File: config.mk
export PLATFORM = sky130hd
export DESIGN_NAME = csd_core
export DESIGN_NICKNAME = d
export VERILOG_FILES = /design/src/design/csd_pkg.sv /design/src/design/csd_rate_tick.sv /design/src/design/csd_core.sv
export SDC_FILE = /design/constraint.sdc
export NUM_CORES = 1
export LEC_CHECK = 0
export BUFFER_PORTS_ARGS = -buffer_cell sky130_fd_sc_hd__buf_2
export CAP_MARGIN = 20
export CORE_MARGIN = 2
export CORE_UTILIZATION = 30
export CTS_BUF_LIST = sky130_fd_sc_hd__clkbuf_16
export DETAILED_ROUTE_END_ITERATION = 6
export GPL_ROUTABILITY_DRIVEN = 0
export PLACE_DENSITY_LB_ADDON = 0.08
export SYNTH_ARGS = -nofsm -noshare
export SYNTH_HDL_FRONTEND = slang
export SYNTH_SLANG_ARGS = --single-unit
File: constraint.sdc
create_clock -name hclk -period 2.55 [get_ports hclk]
set_clock_uncertainty 0.2 [all_clocks]
set_input_delay 0.51 -clock hclk [delete_from_list [all_inputs] [get_ports hclk]]
set_output_delay 0.51 -clock hclk [all_outputs]
set_load 0.01 [all_outputs]
File: src/design/csd_pkg.sv
package csd_pkg;

  //////////////////////////////////////////////////////////////////////////////
  // register indices; bus byte address is four times the index
  localparam logic [7:0] IDX_PTR_A_LO  = 8'h82;
  localparam logic [7:0] IDX_PTR_A_HI  = 8'h83;
  localparam logic [7:0] IDX_PTR_B_LO  = 8'h84;
  localparam logic [7:0] IDX_PTR_B_HI  = 8'h85;
  localparam logic [7:0] IDX_CHOICE    = 8'h86;
  localparam logic [7:0] IDX_CLKCTL    = 8'h8E;
  localparam logic [7:0] IDX_PROTECT   = 8'h90;

  //////////////////////////////////////////////////////////////////////////////
  // reset values
  localparam logic [7:0] RST_PTR_BYTE  = 8'h00;
  localparam logic       RST_CHOICE    = 1'b0;
  localparam logic [5:0] RST_CLKCTL    = 6'h01;   // stretch 1, all timers slow
  localparam logic       RST_PROTECT   = 1'b1;

  //////////////////////////////////////////////////////////////////////////////
  // field positions
  localparam int STRETCH_LSB   = 0;
  localparam int STRETCH_W     = 3;
  localparam int RATE_LSB      = 3;               // timer 0 at 3, 1 at 4, 2 at 5
  localparam int NUM_TIMERS    = 3;
  localparam int CLKCTL_W      = 6;
  localparam int CHOICE_SEL    = 0;
  localparam int PROTECT_BIT   = 0;

  //////////////////////////////////////////////////////////////////////////////
  // timing counts in clocks or instruction cycles
  localparam int MC_CLOCKS     = 4;               // fast bus cycle
  localparam int CLASSIC_CLKS  = 12;              // classic bus cycle
  localparam int MOVX_BASE     = 2;               // unstretched move length

  //////////////////////////////////////////////////////////////////////////////
  // core-side request and status carriers
  typedef struct packed {
    logic active_data_pointer_inc;                               // increment active pointer
    logic choice_inc;                             // increment pointer choice
    logic movx_start;                             // begin external data move
  } csd_core_req_s;

  typedef struct packed {
    logic movx_busy;                              // data move in progress
    logic movx_done;                              // data move finished
    logic mc_strobe;                              // end of a bus cycle
    logic fetch_strobe;                           // program fetch slot
  } csd_core_stat_s;

endpackage

File: src/design/csd_rate_tick.sv
`timescale 1ns/1ps
module csd_rate_tick
  import csd_pkg::*;
#(
  parameter int FAST_CLKS = MC_CLOCKS,
  parameter int SLOW_CLKS = CLASSIC_CLKS
) (
  input  wire logic hclk,     // core clock
  input  wire logic hresetn,  // async reset, low active
  input  wire logic clk_en,   // freezes counting when low
  input  wire logic fast,     // one selects fast rate
  output logic      tick_q    // one-cycle timer count pulse
);

  logic [3:0] cnt_q;
  logic [3:0] lim;

  // limit follows the rate bit at once; >= keeps a shrink mid-count safe
  assign lim = fast ? 4'(FAST_CLKS - 1) : 4'(SLOW_CLKS - 1);

  //////////////////////////////////////////////////////////////////////////////
  // divider
  always_ff @(posedge hclk or negedge hresetn) begin
    if (!hresetn) begin
      cnt_q  <= 4'h0;
      tick_q <= 1'b0;
    end else if (clk_en) begin
      if (cnt_q >= lim) begin
        cnt_q  <= 4'h0;
        tick_q <= 1'b1;
      end else begin
        cnt_q  <= cnt_q + 4'h1;
        tick_q <= 1'b0;
      end
    end
  end
endmodule

File: src/design/csd_core.sv
// The AHB-Lite interface to the registers is this design's own decision.
`timescale 1ns/1ps
// Overview of operation
// - The core completes each bus cycle in four clocks rather than twelve.
// - An external data move takes at least two instruction cycles with no stretch.
// - The low three bits of the clock control register at 8Eh hold the stretch value 0 to 7.
// - Each stretch unit adds one instruction cycle, so seven gives a nine-cycle move.
// - Software may rewrite the stretch value at any time, with no reset needed.
// - After reset the stretch reads one, giving three-cycle moves.
// - The stretch lengthens only data moves, never program fetch timing.
// - The first data pointer sits at 82h low byte and 83h high byte.
// - The second data pointer sits at 84h low byte and 85h high byte.
// - Bit 0 of the choice register at 86h picks the first (0) or second (1) pointer.
// - The other seven bits of the choice register do nothing and read zero.
// - Incrementing the choice register toggles bit 0 and so swaps pointers.
// - After reset the timers count once per twelve clocks.
// - A set timer rate bit gives four clocks per count, a clear one twelve; each resets to zero.
// - Clock control bits 5, 4 and 3 set timers 2, 1 and 0 independently.
// - Program memory cannot be read from outside until a mass erase.
module csd_core
  import csd_pkg::*;
(
  input  wire logic           hclk,              // core clock
  input  wire logic           hresetn,           // async reset, low active
  input  wire logic           clk_en,            // freezes block state when low, except bus reads and register writes
  input  wire logic           hsel,              // slave select
  input  wire logic [31:0]    haddr,             // byte address
  input  wire logic [1:0]     htrans,            // transfer type
  input  wire logic           hwrite,            // write when high
  input  wire logic [2:0]     hsize,             // word only
  input  wire logic [31:0]    hwdata,            // write data
  input  wire logic           hready,            // bus ready
  output logic                hreadyout,         // slave ready
  output logic [31:0]         hrdata,            // read data
  output logic                hresp,             // always okay
  input  wire csd_core_req_s  core_req,          // core requests
  input  wire logic           mass_erase_done,   // flash erased pulse
  input  wire logic           code_rd_req,       // outside program read
  input  wire logic [7:0]     flash_rd_data,     // raw flash byte
  output csd_core_stat_s      core_stat,         // bus and move timing
  output logic [15:0]         active_data_pointer, // selected pointer
  output logic [2:0]          timer_tick,        // per-timer count pulses
  output logic [7:0]          code_rd_data,      // guarded program byte
  output logic                code_protected     // program read blocked
);

  //////////////////////////////////////////////////////////////////////////////
  // state
  logic [15:0]          ptr_a_q, ptr_a_d;        // first_data_pointer
  logic [15:0]          ptr_b_q, ptr_b_d;        // second_data_pointer
  logic                 choice_q, choice_d;      // pointer_choice_register bit 0
  logic [CLKCTL_W-1:0]  clkctl_q, clkctl_d;      // core_clock_control_register
  logic                 protect_q;
  logic [1:0]           phase_q;
  logic                 busy_q;
  logic [5:0]           mcnt_q;
  logic [3:0]           movx_total_q;
  logic                 wr_pend_q;
  logic [7:0]           wr_idx_q;
  logic [15:0]          active_q;
  logic                 mc_strobe_q;             // end of each bus cycle
  logic                 fetch_strobe_q;          // program fetch slot
  logic                 movx_done_q;             // one pulse as a move ends
  logic [31:0]          hrdata_q;
  logic [7:0]           code_q;

  logic                 acc;
  logic                 mapped;
  logic [7:0]           a_idx;
  logic                 movx_go;
  logic [3:0]           movx_total_d;
  logic [NUM_TIMERS-1:0] tick_w;

  assign hreadyout           = 1'b1;
  assign hresp               = 1'b0;
  assign hrdata              = hrdata_q;
  // status fields are separate flops so that each process owns its own bits
  assign core_stat           = '{movx_busy:    busy_q,
                                 movx_done:    movx_done_q,
                                 mc_strobe:    mc_strobe_q,
                                 fetch_strobe: fetch_strobe_q};
  assign active_data_pointer = active_q;
  assign code_rd_data        = code_q;
  assign code_protected      = protect_q;

  //////////////////////////////////////////////////////////////////////////////
  // bus address phase decode; unmapped reads zero, writes dropped
  assign a_idx  = haddr[9:2];
  assign acc    = hsel && htrans[1] && hready;
  // narrow transfers fall outside the map rather than tear a register
  assign mapped = (haddr[31:10] == 22'h0) && (haddr[1:0] == 2'h0) && (hsize == 3'h2);

  function automatic logic [31:0] rd_value(input logic [7:0] idx);
    logic [31:0] v;
    v = 32'h0;
    case (idx)
      IDX_PTR_A_LO: v[7:0]          = ptr_a_q[7:0];
      IDX_PTR_A_HI: v[7:0]          = ptr_a_q[15:8];
      IDX_PTR_B_LO: v[7:0]          = ptr_b_q[7:0];
      IDX_PTR_B_HI: v[7:0]          = ptr_b_q[15:8];
      IDX_CHOICE:   v[CHOICE_SEL]   = choice_q;
      IDX_CLKCTL:   v[CLKCTL_W-1:0] = clkctl_q;
      IDX_PROTECT:  v[PROTECT_BIT]  = protect_q;
      default:      v               = 32'h0;
    endcase
    return v;
  endfunction

  // bus logic stays live while clk_en is low so software is never stalled
  always_ff @(posedge hclk or negedge hresetn) begin
    if (!hresetn) begin
      wr_pend_q <= 1'b0;
      wr_idx_q  <= 8'h00;
      hrdata_q  <= 32'h0;
    end else begin
      wr_pend_q <= acc && hwrite && mapped;
      wr_idx_q  <= a_idx;
      if (acc && !hwrite) begin
        hrdata_q <= mapped ? rd_value(a_idx) : 32'h0;
      end
    end
  end

  //////////////////////////////////////////////////////////////////////////////
  // register next state: core ops first, a bus write in the same cycle wins
  always_comb begin
    ptr_a_d  = ptr_a_q;
    ptr_b_d  = ptr_b_q;
    choice_d = choice_q;
    clkctl_d = clkctl_q;
    if (clk_en && core_req.active_data_pointer_inc) begin
      if (choice_q) begin
        ptr_b_d = ptr_b_q + 16'h1;
      end else begin
        ptr_a_d = ptr_a_q + 16'h1;
      end
    end
    if (clk_en && core_req.choice_inc) begin
      choice_d = ~choice_q;
    end
    if (wr_pend_q) begin
      case (wr_idx_q)
        IDX_PTR_A_LO: ptr_a_d[7:0]  = hwdata[7:0];
        IDX_PTR_A_HI: ptr_a_d[15:8] = hwdata[7:0];
        IDX_PTR_B_LO: ptr_b_d[7:0]  = hwdata[7:0];
        IDX_PTR_B_HI: ptr_b_d[15:8] = hwdata[7:0];
        IDX_CHOICE:   choice_d      = hwdata[CHOICE_SEL];
        IDX_CLKCTL:   clkctl_d      = hwdata[CLKCTL_W-1:0];
        default:      ;
      endcase
    end
  end

  // register flops
  always_ff @(posedge hclk or negedge hresetn) begin
    if (!hresetn) begin
      ptr_a_q  <= {RST_PTR_BYTE, RST_PTR_BYTE};
      ptr_b_q  <= {RST_PTR_BYTE, RST_PTR_BYTE};
      choice_q <= RST_CHOICE;
      clkctl_q <= RST_CLKCTL;
      active_q <= {RST_PTR_BYTE, RST_PTR_BYTE};
    end else begin
      ptr_a_q  <= ptr_a_d;
      ptr_b_q  <= ptr_b_d;
      choice_q <= choice_d;
      clkctl_q <= clkctl_d;
      active_q <= choice_d ? ptr_b_d : ptr_a_d;
    end
  end

  //////////////////////////////////////////////////////////////////////////////
  // bus cycle phase; fetch slot never sees the stretch
  always_ff @(posedge hclk or negedge hresetn) begin
    if (!hresetn) begin
      phase_q        <= 2'h0;
      mc_strobe_q    <= 1'b0;
      fetch_strobe_q <= 1'b0;
    end else if (clk_en) begin
      phase_q        <= phase_q + 2'h1;
      mc_strobe_q    <= phase_q == 2'(MC_CLOCKS - 1);
      fetch_strobe_q <= phase_q == 2'h0;
    end
  end

  //////////////////////////////////////////////////////////////////////////////
  // data move sequencer; length latched at start
  assign movx_go      = clk_en && core_req.movx_start && !busy_q;
  assign movx_total_d = 4'(MOVX_BASE) + {1'b0, clkctl_q[STRETCH_LSB +: STRETCH_W]};

  always_ff @(posedge hclk or negedge hresetn) begin
    if (!hresetn) begin
      busy_q       <= 1'b0;
      mcnt_q       <= 6'h0;
      movx_total_q <= 4'h0;
      movx_done_q  <= 1'b0;
    end else if (clk_en) begin
      movx_done_q <= 1'b0;
      if (movx_go) begin
        busy_q       <= 1'b1;
        movx_total_q <= movx_total_d;
        mcnt_q       <= 6'(int'(movx_total_d) * MC_CLOCKS - 1);
      end else if (busy_q) begin
        if (mcnt_q == 6'h0) begin
          busy_q      <= 1'b0;
          movx_done_q <= 1'b1;
        end else begin
          mcnt_q <= mcnt_q - 6'h1;
        end
      end
    end
  end

  //////////////////////////////////////////////////////////////////////////////
  // per-timer rate dividers
  generate
    for (genvar t = 0; t < NUM_TIMERS; t++) begin : g_tmr
      csd_rate_tick u_tick (
        .hclk    (hclk),
        .hresetn (hresetn),
        .clk_en  (clk_en),
        .fast    (clkctl_q[RATE_LSB + t]),
        .tick_q  (tick_w[t])
      );
    end
  endgenerate

  assign timer_tick = tick_w;

  //////////////////////////////////////////////////////////////////////////////
  // code read guard; only a mass erase lifts it
  always_ff @(posedge hclk or negedge hresetn) begin
    if (!hresetn) begin
      protect_q <= RST_PROTECT;
      code_q    <= 8'h00;
    end else if (clk_en) begin
      if (mass_erase_done) begin
        protect_q <= 1'b0;
      end
      if (code_rd_req) begin
        code_q <= protect_q ? 8'h00 : flash_rd_data;
      end
    end
  end

  //////////////////////////////////////////////////////////////////////////////
  // checks; helper counts clocks of each move
  logic [5:0] busy_len_q;
  logic       rd_choice_q;

  always_ff @(posedge hclk or negedge hresetn) begin
    if (!hresetn) begin
      busy_len_q  <= 6'h0;
      rd_choice_q <= 1'b0;
    end else begin
      rd_choice_q <= acc && !hwrite && mapped && (a_idx == IDX_CHOICE);
      if (clk_en) begin
        busy_len_q <= movx_go ? 6'h0 : (busy_q ? busy_len_q + 6'h1 : busy_len_q);
      end
    end
  end
endmodule

==> impl_metrics.csv <==
group,metric,value,unit
final_layout,fin_area,6845,um^2
worst_setup_path,critPathRequiredTime,2.59,ns
power_and_ir_drop,power.leakage,3.032,nW
power_and_ir_drop,totalPowerFinal,5.720,mW
synth,synth_largest_area_cell,"dfrtp_1",
global_routing,antenna_found_initial,0,
sta,relSlewSlack,59.27,%
die,initial_utilization,30.32,%
routing,drt_iter0_drc,260,
synth,syn-cell-area,5863,um^2
synth,synth_top_area_share,45.24,%
job,cap_violations,0,
placed_design,placed_area,6576,um^2
placed_design,hpwl,11.89,mm
clock_tree,clk_path_buf_depth,2,
synth,avgSynthCellArea,9.871,um^2
worst_setup_path,r2r_cells,5,
placed_design,io_buffers,102,
worst_setup_path,slowest_stage,"dfrtp_1",
clock_tree,htree_levels,3,
die,die-area,20680,um^2
global_routing,grt_use_total,15.64,%
worst_setup_path,critPathBufInv,1,
worst_setup_path,crit_fanout,17,
worst_setup_path,reg2reg_to,"active_data_pointer[8]",
global_routing,grt.busiest_layer,"met2",
synth,async_reset_ff_share,100.0,%
routing,routed_wirelength,15.81,mm
power_and_ir_drop,ir_worst_vdd,345.1,uV
routing,num_vias,4576,
sta,rsz0062_at_grt,"no",
sta,worstMarginPinSlew,0.6110,ns
routing,vias_per_cell,4.762,
final_layout,nNetsFinal,795,
synth,ys_seq_elements,108,
final_layout,nFillCells,1992,
worst_setup_path,end_kind,"register",
outcome,status,"completed",
die,ios,154,
die,die_w,143.8,um
routing,post-route-drc-count,0,
global_routing,grt_max_degree,46,
sta,setup_viol,0,
worst_setup_path,crit_type,"reg -> reg",
worst_setup_path,startpoint,"wr_idx_q[5]",
sta,tns,0,ns
final_layout,antennaDiodeCount,0,
global_routing,overflow,0,
routing,antenna_left,0,
synth,ys_seq_area_share,46.14,%
synth,synth_cell_types,60,
clock_tree,numCtsBuffers,9,
synth,yosysMostFrequentCell,"dfrtp_1",
global_routing,grtUsageMet1,21.92,%
worst_setup_path,worstPathCellList,"or3_1, nor4_2, mux2i_1, inv_2, mux2_2",
clock_tree,cts.root.buffer_cell,"clkbuf_16",
sta,period_minus_slack,2.367,ns
synth,ys.flop_type,"dfrtp_1",
min_path,hold_path_class,"in -> reg",
final_layout,areaGrowthSynthToFinish,16.75,%
worst_setup_path,reg2reg_slack,0.18,ns
clock_tree,clk_pin_slew,0.07,ns
synth,synthTopCellsByCount,"dfrtp_1 (106), nor2_1 (45), nand2_1 (44)",
synth,yosys-top-cells-area,"dfrtp_1 (45%), buf_4 (4.2%), mux2_2 (3.8%)",
routing,routedWlPerCell,16.45,um
die,row_count,51,
worst_setup_path,endpoint,"active_data_pointer[8]",
global_routing,grt.met3_usage,2.333,%
routing,dr.pass1.iters,6,
worst_setup_path,cpPeakStageDelay,0.41,ns
global_routing,grt_pass1_wl,24.57,mm
worst_setup_path,crit_arrival,2.41,ns
sta,maxSlewViolCount,0,
placed_design,dpl_worst_slack,0.1263,ns
worst_setup_path,critical_path.top_delay_family,"simple AND/OR/NAND/NOR gates",
clock_tree,cts_resized,0,
final_layout,drive_gt1_share,23.71,%
sta,timing.final.ws_setup,0.1831,ns
clock_tree,cts_tree,"built",
power_and_ir_drop,power_density,835.6,nW/um^2
clock_tree,clkSinkCount,108,
worst_setup_path,r2r_start,"wr_idx_q[5]",
synth,synth_edf_count,0,
worst_setup_path,startpoint_type,"register",
die,core-area,19330,um^2
sta,hold_viol_final,0,
sta,period_share,92.82,%
global_routing,first_global_vias,4426,
worst_setup_path,cp_num_cells,5,
synth,ys_warn_count,0,
synth,syn_inst,594,
global_routing,globalRouteMet2Util,24.59,%
clock_tree,clock_latency,0.36,ns
sta,fmax,0.4225,GHz
die,die_y,143.8,um
==> layout make-up <==
type | instances | area, um^2 | share of cell area, %
sequential | 108 | 2705 | 39.52
multi-input combinational | 435 | 2823 | 41.24
tap | 265 | 331.6 | 4.844
timing repair buffer | 119 | 655.6 | 9.578
clock buffer | 9 | 225.2 | 3.290
clock inverter | 6 | 33.78 | 0.4935
inverter | 19 | 71.32 | 1.042
==> report_power, final <==
part,total (mW),internal [mW],leakage (nW),switching (mW)
clock network,1.30,0.650,0.132,0.649
registers,2.65,2.18,1.30,0.468
logic,1.78,0.819,1.60,0.956
total,5.72,3.65,3.03,2.07
==> what timing repair did <==
item                                    4_1_cts  5_1_grt
buffers inserted                              0        0
hold endpoints to repair                     41        0
endpoints found under the setup margin        0        0
hold buffers                                  1        0
==> routing by layer <==
metal / part of all wire (%) / up-vias / wire (um)
met5: 0 / - / 0
met4: 1.7 / 0 / 270
met3: 5.6 / 17 / 881
met2: 44 / 147 / 6986
met1: 49 / 2158 / 7666
li1: - / 2254 / -
==> registers in the layout (all words and copies together), names as in the netlist, 6 cells and up <==
name / count
code_rd_data: 8
clkctl_q: 6
mcnt_q: 6
hrdata: 8
active_data_pointer: 16
ptr_b_q: 16
ptr_a_q: 16
wr_idx_q: 8
g_tmr.u_tick.cnt_q: 12
==> worst min path at each step <==
stage          depth (start not counted)              startpoint                endpoint
6_report                               1                haddr[9]             wr_idx_q[7]
5_1_grt                                1                haddr[9]             wr_idx_q[7]
4_1_cts                                1                haddr[7]             wr_idx_q[5]
3_5_place_dp                           1  g_tmr[1].u_tick.tick_q  g_tmr[1].u_tick.tick_q
3_3_place_gp                           1  g_tmr[1].u_tick.tick_q  g_tmr[1].u_tick.tick_q
2_1_floorplan                          0                 hresetn  active_data_pointer[0]
==> layout by cell type (no fill, tap or decap), types with 4 or more instances in the layout <==
cell type and n:
nand4b_1 5, nor3_1 7, inv_1 19, nor2_1 45
nand4_1 17, nor2b_1 4, nor4_1 20, o22ai_1 8
mux2i_1 21, mux2_2 20, and3_1 6, clkbuf_16 9
ha_1 15, xnor2_1 23, nand2_1 44, conb_1 26
dfrtp_1 106, a21oi_2 6, buf_2 101, buf_4 16
o21ai_0 35, nand2b_1 17, xor2_1 11, a21oi_1 32
nand3_1 18
==> cells by family after synthesis <==
logic type	synth area share (%)
AND/OR/NAND/NOR	18.69
AO/OA/AOI/OAI	11.69
flip-flops	46.14
buffers and inverters	7.256
multiplexers	7.811
XOR/XNOR	5.079
adder cells (fa/ha/maj)	3.201
other	0.1281
==> through the flow <==
stage / utilization, % / hold WS [ns] / cells
finish: 35.40 / 0.08173 / 961
global route: 35.40 / 0.07155 / 961
CTS: 35.40 / 0.06989 / 961
detailed placement: 34.01 / 0.2666 / 945
global placement: 34.01 / 0.2585 / 945
floorplan: - / 0.01441 / 618
==> worst reg2reg max path: cells and delay by family, from the launching register on <==
family                 cells  cell delay, ns
flip-flops                 1            0.41
multiplexers               2            0.58
AND/OR/NAND/NOR            2            0.74
buffers and inverters      1            0.33
No activity file was read; power rests on OpenSTA's default activity.
